`src/sdc_pkg.sv`:
```
// Summary of operation
// - Six channels, any address to any address
// - Control reset write clears latched interrupts
// - Selectable CPU/channel priority, rotating option included
// - Channel losing arbitration stays ungranted, may stall
// - Interrupt-synced channel moves only on interrupt
// - Empty/full port FIFO access stalls bus
// - Port-to-port uses only one sync kind
// - Halt code stops one half only
// - Halt at read/write boundary after cycle
// - Status field shows half actually halted
// - Start field bits 22-23, CPU may stop
// - Sync field bits 6-7 plus enable bits
// - Finished block reads start field 10
// ============================================================
// Package of shared constants
package sdc_pkg;
    // Channel count and register stride
    localparam int          NCH          = 6;
    localparam logic [7:0]  CH_STRIDE    = 8'h08;
    // Per-channel register offsets (byte addresses, stride 8 words)
    localparam logic [7:0]  OFF_CTRL     = 8'h00;
    localparam logic [7:0]  OFF_SRC      = 8'h04;
    localparam logic [7:0]  OFF_DST      = 8'h08;
    localparam logic [7:0]  OFF_CNT      = 8'h0c;
    localparam logic [7:0]  OFF_ACNT     = 8'h10;
    // Global registers
    localparam logic [7:0]  OFF_SIE      = 8'hc0;
    localparam logic [7:0]  OFF_PRIO     = 8'hc4;
    localparam logic [7:0]  OFF_IRQ_STAT = 8'hc8;
    localparam logic [7:0]  OFF_IRQ_MASK = 8'hcc;
    // Control fields
    localparam int          SYNC_LSB     = 6;
    localparam int          ASTART_LSB   = 20;
    localparam int          START_LSB    = 22;
    localparam int          STAT_LSB     = 24;
    localparam int          ASTAT_LSB    = 26;
    localparam int          SAME_PORT_B  = 28;
    localparam logic [31:0] CTRL_RESET   = 32'h0000_0000;
    // Start codes
    localparam logic [1:0]  ST_RESET     = 2'h0;
    localparam logic [1:0]  ST_HALT_RD   = 2'h1;
    localparam logic [1:0]  ST_DONE      = 2'h2;
    localparam logic [1:0]  ST_RUN       = 2'h3;
    // Sync modes
    localparam logic [1:0]  SY_NONE      = 2'h0;
    localparam logic [1:0]  SY_SRC       = 2'h1;
    localparam logic [1:0]  SY_DST       = 2'h2;
    localparam logic [1:0]  SY_BOTH      = 2'h3;
    // Priority modes
    localparam logic [1:0]  PR_ROTATE    = 2'h0;
    localparam logic [1:0]  PR_DMA_HIGH  = 2'h1;
    localparam logic [1:0]  PR_CPU_HIGH  = 2'h2;
    // Channel half state
    typedef enum logic [1:0] {SDC_IDLE, SDC_READ, SDC_WRITE} sdc_state_t;
endpackage

```
`src/sdc_dma.sv`:
```
// ============================================================
// Six-channel transfer control with Wishbone slave
//
// Local design decisions: the address map and the Wishbone slave port.
module sdc_dma
    import sdc_pkg::*;
#(
    parameter int AW = 32
) (
    // Clock and reset
    input  wire logic              mclk_i,
    input  wire logic              nrst_i,
    // Wishbone slave
    input  wire logic              wb_cyc_i,
    input  wire logic              wb_stb_i,
    input  wire logic              wb_we_i,
    input  wire logic [7:0]        wb_adr_i,
    input  wire logic [3:0]        wb_sel_i,
    input  wire logic [31:0]       wb_dat_i,
    output logic      [31:0]       wb_dat_o,
    output logic                   wb_ack_o,
    // Sync sources (asynchronous)
    input  wire logic [NCH-1:0]    sync_irq_i,
    input  wire logic [NCH-1:0]    port_input_ready_i,
    input  wire logic [NCH-1:0]    port_output_ready_i,
    // Memory master (same clock)
    input  wire logic              cpu_req_i,
    input  wire logic              mem_rdy_i,
    input  wire logic [31:0]       mem_rdat_i,
    output logic                   mem_req_o,
    output logic                   mem_we_o,
    output logic      [AW-1:0]     mem_adr_o,
    output logic      [31:0]       mem_wdat_o,
    output logic                   cpu_gnt_o,
    // Interrupt
    output logic                   irq_o
);
    // ============================================================
    // Input synchronisers
    logic [3*NCH-1:0] s1, s2;       // Two-stage sync
    always_ff @(posedge mclk_i or negedge nrst_i) begin
        if (!nrst_i) begin
            s1 <= '0;
            s2 <= '0;
        end else begin
            s1 <= {sync_irq_i, port_input_ready_i, port_output_ready_i};
            s2 <= s1;
        end
    end
    logic [NCH-1:0] irq_s, ird_s, ord_s;
    assign {irq_s, ird_s, ord_s} = s2;
    logic [NCH-1:0] irq_d;          // Previous sync interrupt level
    // ============================================================
    // State
    logic [31:0]      ctrl   [NCH];  // Control registers
    logic [AW-1:0]    src    [NCH];  // Source addresses
    logic [AW-1:0]    dst    [NCH];  // Destination addresses
    logic [15:0]      cnt    [NCH];  // Element counters
    logic [15:0]      acnt   [NCH];  // Auxiliary counters
    sdc_state_t       st     [NCH];  // Primary half state
    logic [31:0]      dbuf   [NCH];  // Element in flight
    logic [NCH-1:0]   pend;          // Latched sync interrupts
    logic [NCH-1:0]   sie;           // sync_interrupt_enable_reg
    logic [1:0]       prio;          // Priority scheme
    logic [NCH-1:0]   istat, imask;  // Done status, mask
    logic             rot;           // Rotating turn, 1 = CPU last
    logic [2:0]       owner;         // Channel holding the bus
    logic             busy;          // Memory cycle in flight
    logic [31:0]      rdat;
    logic             ack;
    logic [NCH-1:0]   want;          // Channel ready to move
    logic [NCH-1:0]   done_ev;       // Block finished this cycle
    logic [2:0]       pick;
    logic             pick_v, dma_win;
    // Bus decode
    logic             wr, rd_hit;
    assign wr = wb_cyc_i && wb_stb_i && wb_we_i && !ack;
    logic [2:0] ch_a;
    assign ch_a = wb_adr_i[7:5];
    // ============================================================
    // Per-channel request: sync gating and halts
    logic [NCH-1:0] rd_need, wr_need;  // Side that waits for a sync event
    for (genvar c = 0; c < NCH; c++) begin : g_want
        logic [1:0] sm;
        logic       rd_ok, wr_ok;
        assign sm = ctrl[c][SYNC_LSB+:2];
        assign rd_need[c] = (sm == SY_SRC) || (sm == SY_BOTH);
        assign wr_need[c] = (sm == SY_DST) || (sm == SY_BOTH && ctrl[c][SAME_PORT_B]);
        // interrupt sync needs a pending interrupt
        assign rd_ok = !rd_need[c] || (sie[c] ? pend[c] : ird_s[c]);
        assign wr_ok = !wr_need[c] || (sie[c] ? pend[c] : ord_s[c]);
        // halt code stops only primary start
        assign want[c] = (ctrl[c][START_LSB+:2] == ST_RUN) &&
                         ((st[c] == SDC_READ && rd_ok) || (st[c] == SDC_WRITE && wr_ok));
    end
    // Block end: last write of a block completes
    always_comb begin
        done_ev = '0;
        if (busy && mem_rdy_i && st[owner] == SDC_WRITE && cnt[owner] == 16'h1) begin
            done_ev[owner] = 1'b1;
        end
    end
    // ============================================================
    // Arbitration: CPU versus channels, channels by fixed order
    always_comb begin
        pick   = 3'h0;
        pick_v = 1'b0;
        for (int i = NCH - 1; i >= 0; i--) begin
            if (want[i]) begin
                pick   = 3'(i);
                pick_v = 1'b1;
            end
        end
        dma_win = pick_v && !busy && (!cpu_req_i || prio == PR_DMA_HIGH ||
                                      (prio == PR_ROTATE && rot));
    end
    // ============================================================
    // Register and transfer state
    always_ff @(posedge mclk_i or negedge nrst_i) begin
        if (!nrst_i) begin
            for (int i = 0; i < NCH; i++) begin
                ctrl[i] <= CTRL_RESET;
                src[i]  <= '0;
                dst[i]  <= '0;
                cnt[i]  <= '0;
                acnt[i] <= '0;
                st[i]   <= SDC_IDLE;
                dbuf[i] <= '0;
            end
            pend <= '0; sie <= '0; prio <= PR_ROTATE;
            istat <= '0; imask <= '0; rot <= 1'b0;
            owner <= 3'h0; busy <= 1'b0; irq_d <= '0;
            mem_req_o <= 1'b0; mem_we_o <= 1'b0;
            mem_adr_o <= '0; mem_wdat_o <= '0; cpu_gnt_o <= 1'b0;
        end else begin
            irq_d     <= irq_s;
            cpu_gnt_o <= cpu_req_i && !dma_win && !busy;
            // Memory cycle completion
            // halt waits for cycle boundary
            if (busy && mem_rdy_i) begin
                busy      <= 1'b0;
                mem_req_o <= 1'b0;
                if (st[owner] == SDC_READ) begin
                    dbuf[owner] <= mem_rdat_i;
                    src[owner]  <= src[owner] + AW'(1);
                    st[owner]   <= SDC_WRITE;
                end else begin
                    dst[owner] <= dst[owner] + AW'(1);
                    cnt[owner] <= cnt[owner] - 16'h1;
                    st[owner]  <= SDC_READ;
                    if (cnt[owner] == 16'h1) begin
                        ctrl[owner][START_LSB+:2] <= ST_DONE;
                        st[owner]                 <= SDC_IDLE;
                    end
                end
            end else if (dma_win) begin
                busy      <= 1'b1;
                owner     <= pick;
                mem_req_o <= 1'b1;
                mem_we_o  <= (st[pick] == SDC_WRITE);
                mem_adr_o <= (st[pick] == SDC_WRITE) ? dst[pick] : src[pick];
                mem_wdat_o <= dbuf[pick];
                // Consume the sync event on the side that waited for it
                if (st[pick] == SDC_READ ? rd_need[pick] : wr_need[pick]) pend[pick] <= 1'b0;
            end
            if (pick_v && cpu_req_i && !busy) rot <= !rot;
            // Interrupt latch per channel
            for (int i = 0; i < NCH; i++) begin
                if (irq_s[i] && !irq_d[i]) pend[i] <= 1'b1;
                if (ctrl[i][START_LSB+:2] == ST_RUN && st[i] == SDC_IDLE) st[i] <= SDC_READ;
                // Stopped half parks once no cycle of its own is in flight
                if (ctrl[i][START_LSB+:2] != ST_RUN && !(busy && owner == 3'(i))) st[i] <= SDC_IDLE;
                ctrl[i][STAT_LSB+:2]  <= (ctrl[i][START_LSB+:2] == ST_HALT_RD &&
                                          !(busy && owner == 3'(i))) ? 2'h1 : 2'h0;
                ctrl[i][ASTAT_LSB+:2] <= (ctrl[i][ASTART_LSB+:2] == ST_HALT_RD) ? 2'h1 : 2'h0;
                if (done_ev[i]) istat[i] <= 1'b1;
            end
            // Software writes
            if (wr) begin
                if (wb_adr_i < OFF_SIE) begin
                    if (wb_adr_i[4:0] == OFF_CTRL[4:0]) begin
                        ctrl[ch_a][23:0] <= wb_dat_i[23:0];
                        ctrl[ch_a][SAME_PORT_B] <= wb_dat_i[SAME_PORT_B];
                        if (wb_dat_i[START_LSB+:2] == ST_RESET) begin
                            pend[ch_a] <= 1'b0;
                            if (!done_ev[ch_a]) istat[ch_a] <= 1'b0;
                        end
                        if (wb_dat_i[START_LSB+:2] != ST_RUN && !(busy && owner == ch_a)) begin
                            st[ch_a] <= SDC_IDLE;
                        end
                    end else if (wb_adr_i[4:0] == OFF_SRC[4:0]) src[ch_a] <= AW'(wb_dat_i);
                    else if (wb_adr_i[4:0] == OFF_DST[4:0])  dst[ch_a] <= AW'(wb_dat_i);
                    else if (wb_adr_i[4:0] == OFF_CNT[4:0])  cnt[ch_a] <= wb_dat_i[15:0];
                    else if (wb_adr_i[4:0] == OFF_ACNT[4:0]) acnt[ch_a] <= wb_dat_i[15:0];
                end else if (wb_adr_i == OFF_SIE) sie <= wb_dat_i[NCH-1:0];
                else if (wb_adr_i == OFF_PRIO) prio <= wb_dat_i[1:0];
                else if (wb_adr_i == OFF_IRQ_MASK) imask <= wb_dat_i[NCH-1:0];
                else if (wb_adr_i == OFF_IRQ_STAT)
                    istat <= (istat & ~wb_dat_i[NCH-1:0]) | done_ev;
            end
        end
    end
    // empty/full port stalls via mem_rdy_i
    // ============================================================
    // Read mux and acknowledge
    always_comb begin
        rdat   = 32'h0;
        rd_hit = 1'b1;
        if (wb_adr_i < OFF_SIE) begin
            if (wb_adr_i[4:0] == OFF_CTRL[4:0]) rdat = ctrl[ch_a];
            else if (wb_adr_i[4:0] == OFF_SRC[4:0]) rdat = 32'(src[ch_a]);
            else if (wb_adr_i[4:0] == OFF_DST[4:0]) rdat = 32'(dst[ch_a]);
            else if (wb_adr_i[4:0] == OFF_CNT[4:0]) rdat = {16'h0, cnt[ch_a]};
            else if (wb_adr_i[4:0] == OFF_ACNT[4:0]) rdat = {16'h0, acnt[ch_a]};
        end else if (wb_adr_i == OFF_SIE) rdat = 32'(sie);
        else if (wb_adr_i == OFF_PRIO) rdat = {30'h0, prio};
        else if (wb_adr_i == OFF_IRQ_STAT) rdat = 32'(istat);
        else if (wb_adr_i == OFF_IRQ_MASK) rdat = 32'(imask);
        else rd_hit = 1'b0;
    end
    always_ff @(posedge mclk_i or negedge nrst_i) begin
        if (!nrst_i) begin
            ack      <= 1'b0;
            wb_dat_o <= 32'h0;
            irq_o    <= 1'b0;
        end else begin
            ack      <= wb_cyc_i && wb_stb_i && !ack;
            wb_dat_o <= rd_hit ? rdat : 32'h0;
            irq_o    <= |(istat & imask);
        end
    end
    assign wb_ack_o = ack;
    // ============================================================
    // Assertions
    property p_ack_one;
        @(posedge mclk_i) disable iff (!nrst_i) wb_ack_o |=> !wb_ack_o;
    endproperty
    a_ack_one: assert property (p_ack_one) else $error("ack held");
    property p_no_both;
        @(posedge mclk_i) disable iff (!nrst_i) !(cpu_gnt_o && mem_req_o);
    endproperty
    a_no_both: assert property (p_no_both) else $error("double grant");
    property p_irq;
        @(posedge mclk_i) disable iff (!nrst_i) (|(istat & imask)) |=> irq_o;
    endproperty
    a_irq: assert property (p_irq) else $error("irq missing");
    property p_irq_low;
        @(posedge mclk_i) disable iff (!nrst_i) !(|(istat & imask)) |=> !irq_o;
    endproperty
    a_irq_low: assert property (p_irq_low) else $error("irq without status");
    property p_req_hold;
        @(posedge mclk_i) disable iff (!nrst_i) (mem_req_o && !mem_rdy_i) |=> (mem_req_o && $stable(mem_adr_o));
    endproperty
    a_req_hold: assert property (p_req_hold) else $error("cycle dropped early");
    property p_done_code;
        @(posedge mclk_i) disable iff (!nrst_i) done_ev[0] |=> (ctrl[0][START_LSB+:2] == ST_DONE);
    endproperty
    a_done_code: assert property (p_done_code) else $error("done code missing");
    c_done: cover property (@(posedge mclk_i) |done_ev);
    c_cpu:  cover property (@(posedge mclk_i) cpu_gnt_o);
    c_irq:  cover property (@(posedge mclk_i) irq_o);
endmodule

```
`config.mk`:
```
export PLATFORM = sky130hd
export DESIGN_NAME = sdc_dma
export DESIGN_NICKNAME = d
export VERILOG_FILES = /design/src/sdc_pkg.sv /design/src/sdc_dma.sv
export SDC_FILE = /design/constraint.sdc
export NUM_CORES = 2
export LEC_CHECK = 0
export BUFFER_PORTS_ARGS = -buffer_cell sky130_fd_sc_hd__buf_4
export CAP_MARGIN = 10
export CELL_PAD_IN_SITES_DETAIL_PLACEMENT = 0
export CELL_PAD_IN_SITES_GLOBAL_PLACEMENT = 1
export CORE_MARGIN = 5
export CORE_UTILIZATION = 49
export DETAILED_ROUTE_END_ITERATION = 6
export PLACE_DENSITY = 0.83
export SLEW_MARGIN = 0
export SYNTH_ARGS = -nofsm -noshare
export SYNTH_HDL_FRONTEND = slang
export SYNTH_SLANG_ARGS = --single-unit
```
`constraint.sdc`:
```
create_clock -name mclk_i -period 4.9 [get_ports mclk_i]
set_input_delay 0.49 -clock mclk_i [delete_from_list [all_inputs] [get_ports mclk_i]]
set_output_delay 0.49 -clock mclk_i [all_outputs]
set_load 0.01 [all_outputs]
```
==> qor.yml <==
yosys:
  ys_ff_latch: 1115
  yosysSeqAreaShare_pct: 45.4
  syn_inst: 6962
  synth_top_area_share_pct: 45.4
  ys_types: 92
  synthesis.nets: 7067
  ys_async_sr_fraction_pct: 100
  avgSynthCellArea_um2: 8.83
  netlist_area_um2: 61500
  post-synth-top-area-cell: "dfrtp_1"
  ys.flop_type: "dfrtp_1"
  yosysWarnings: 0
  synth_area_leaders: "dfrtp_1 45%, nand2_1 11%, mux2_2 5.0%, mux2i_1 4.9%, o21ai_0 3.7%"
  synth_edf_count: 0
final_layout:
  final_common_cell: "nand2_1"
  final_cells: 8817
  final_cell_mix: "1798 x nand2_1, 1113 x dfrtp_1, 577 x nor2_1"
  area_growth_pct: 15.0
  final_cell_area_um2: 70700
  drive_above_1_share_pct: 16.0
  nNetsFinal: 7164
place:
  placed_cells: 8521
  gp_congestion: 0.975
  dpl_cell_area_um2: 65800
  io_buffers: 197
  hpwl_mm: 165
cts:
  clockBufferDepth: 3
  root_buffer: "clkbuf_16"
  cts_buffers: 133
  cts_sinks: 1115
  path_clk_slew_ps: 70
  clk_latency_ps: 790
  htree_levels: 4
  cts_setup_buffers: 0
  cts_tree: "done"
timing:
  final.min_clock_period_ps: 4420
  rsz0062_at_grt: "no"
  min_period_over_period_pct: 90.2
  slew_violations: 0
  max_freq_mhz: 226
  whs_ps: 47.2
  clock_skew_ps: 38.0
  slew_headroom_pct: 21.1
  setup_tns_ps: 0
  tightestPinTransition_ps: 1180
  final_hold_viol_count: 0
  setup_viol: 0
route:
  drt_wl_total_mm: 259
  drt-vias-per-instance: 6.60
  wl_per_cell_um: 29.4
  final_antenna_net_count: 0
  drt_pre_antenna_iters: 7
  vias: 58216
  post-route-drc-count: 0
  drtIter0Drc: 8191
critical_path:
  required_ps: 5610
  crit_type: "flop to flop"
  start_kind: "flop"
  crit_arrival_ps: 5130
  cp_max_fo: 31
  critPathCaptureType: "flop"
power_and_ir_drop:
  ir_worst_vdd_v: 0.000384
  leakagePower_nw: 31.2
  power.density_nw_per_um2: 294
global_routing:
  grt_usage_pct: 38.5
  grt_antenna_before_repair: 14
  grt_max_degree: 135
  grt_pass1_wl_mm: 381
  overflow: 0
  grt_pass1_vias: 56383
floorplan:
  io_pins: 202
  std_cell_rows: 130
  core_area_um2: 125000
  die-area_um2: 133000
  die_x_um: 364
  start_util_pct: 49.2
  die_y_um: 364
run:
  maxCapViolCount: 0
worst_hold_path:
  hold_path.class: "input pin to flop"
run_status:
  run_status: "completed"
## synthesized netlist by cell type (31+ instances only)
master	number
a21o_1	41
a21oi_1	446
a221oi_1	150
a22oi_1	186
a31oi_1	105
buf_1	48
buf_2	51
clkbuf_1	448
dfrtp_1	1115
mux2_2	271
mux2i_1	301
mux4_2	62
nand2_1	1813
nand3_1	89
nor2_1	609
nor3_1	46
nor4_1	39
o211ai_1	57
o21ai_0	458
o21ai_1	39
o221ai_1	32
o22ai_1	99
xnor2_1	37
xor2_1	31
## worst max-delay path, stage by stage, from the launching register on
cell	delay, ps
dfrtp_4	930
mux4_1	690
or3_1	400
a211oi_2	310
nand3_1	160
or4_1	830
nor4_4	620
a21oi_2	180
a21oi_1	190
## routing by layer
layer | GRT usage, % | share of wire (%) | up-vias
li1 | - | - | 24716
met1 | 50.5 | 37 | 28202
met2 | 55.4 | 42 | 4201
met3 | 11.7 | 13 | 1087
met4 | 25.1 | 7.7 | 10
met5 | 0 | 0.036 | -
## final timing paths
kind | slack (ps) | end | cells past startpoint | from
max | 480 | istat[4]$_DFF_PN0_ | 8 | owner[0]$_DFFE_PN0P_
min | 50 | src[59]$_DFF_PN0_ | 3 | wb_dat_i[27]
max reg2reg | 480 | istat[4]$_DFF_PN0_ | 8 | owner[0]$_DFFE_PN0P_
min reg2reg | 340 | s2[9]$_DFF_PN0_ | 0 | s1[9]$_DFF_PN0_
max in group asynchronous | 3140 | ctrl[68]$_DFFE_PN0P_ | 3 | nrst_i
min in group asynchronous | 360 | dst[27]$_DFF_PN0_ | 2 | nrst_i
## report_power, final
group | switching (mW) | leakage (nW) | internal [mW]
clock network | 4.16 | 2.14 | 5.97
logic | 0.916 | 14.0 | 0.371
registers | 0.0905 | 15.1 | 9.32
## registers in the layout, summed over array words and instances, names as in the netlist, 6 cells and up
name        cells
sie             6
cnt            96
acnt           96
ctrl          162
pend            6
s2             18
s1             18
mem_wdat_o     32
dbuf          192
st             12
mem_adr_o      32
src           192
dst           192
imask           6
irq_d           6
istat           6
wb_dat_o       32
## area by class of cell
class                      instances  area, um2
multi-input combinational       5242      31400
inverter                          18       70.1
sequential                      1115      27900
timing repair buffer             549       4920
clock inverter                    37        499
antenna                            9       22.5
tap                             1650       2060
fill                           11026      54400
clock buffer                     197       3880
## logic make-up (layout without fill, tap and decap cells)
group,after synthesis,count (layout),synth area share [%]
xor gates and xnor gates,74,74,1.13
muxes,660,660,13.2
and+or+nand+nor,2775,2775,18.4
DFF,1115,1115,45.4
AOI/OAI and AO/OA,1729,1729,17.4
other,0,9,0
adders and majority gates,4,4,0.0814
buffers and inverters,605,801,4.35
## what timing repair did
| item | in CTS | in global routing |
|---|---|---|
| hold buffers | 53 | 0 |
| hold endpoints to repair | 277 | 0 |
| gates resized for setup | 0 | 0 |
## per-stage QoR
stage                     utilization (%)  setup WS [ps]  total power [mW]
final                                56.5            481              20.8
after global routing                 56.5            450              21.3
after CTS                            56.5            631              20.9
after detailed placement             52.6            651              10.8
after global placement               52.6            710              10.8
after floorplan                         -            457              10.1
(Power assumes the default switching activity.)
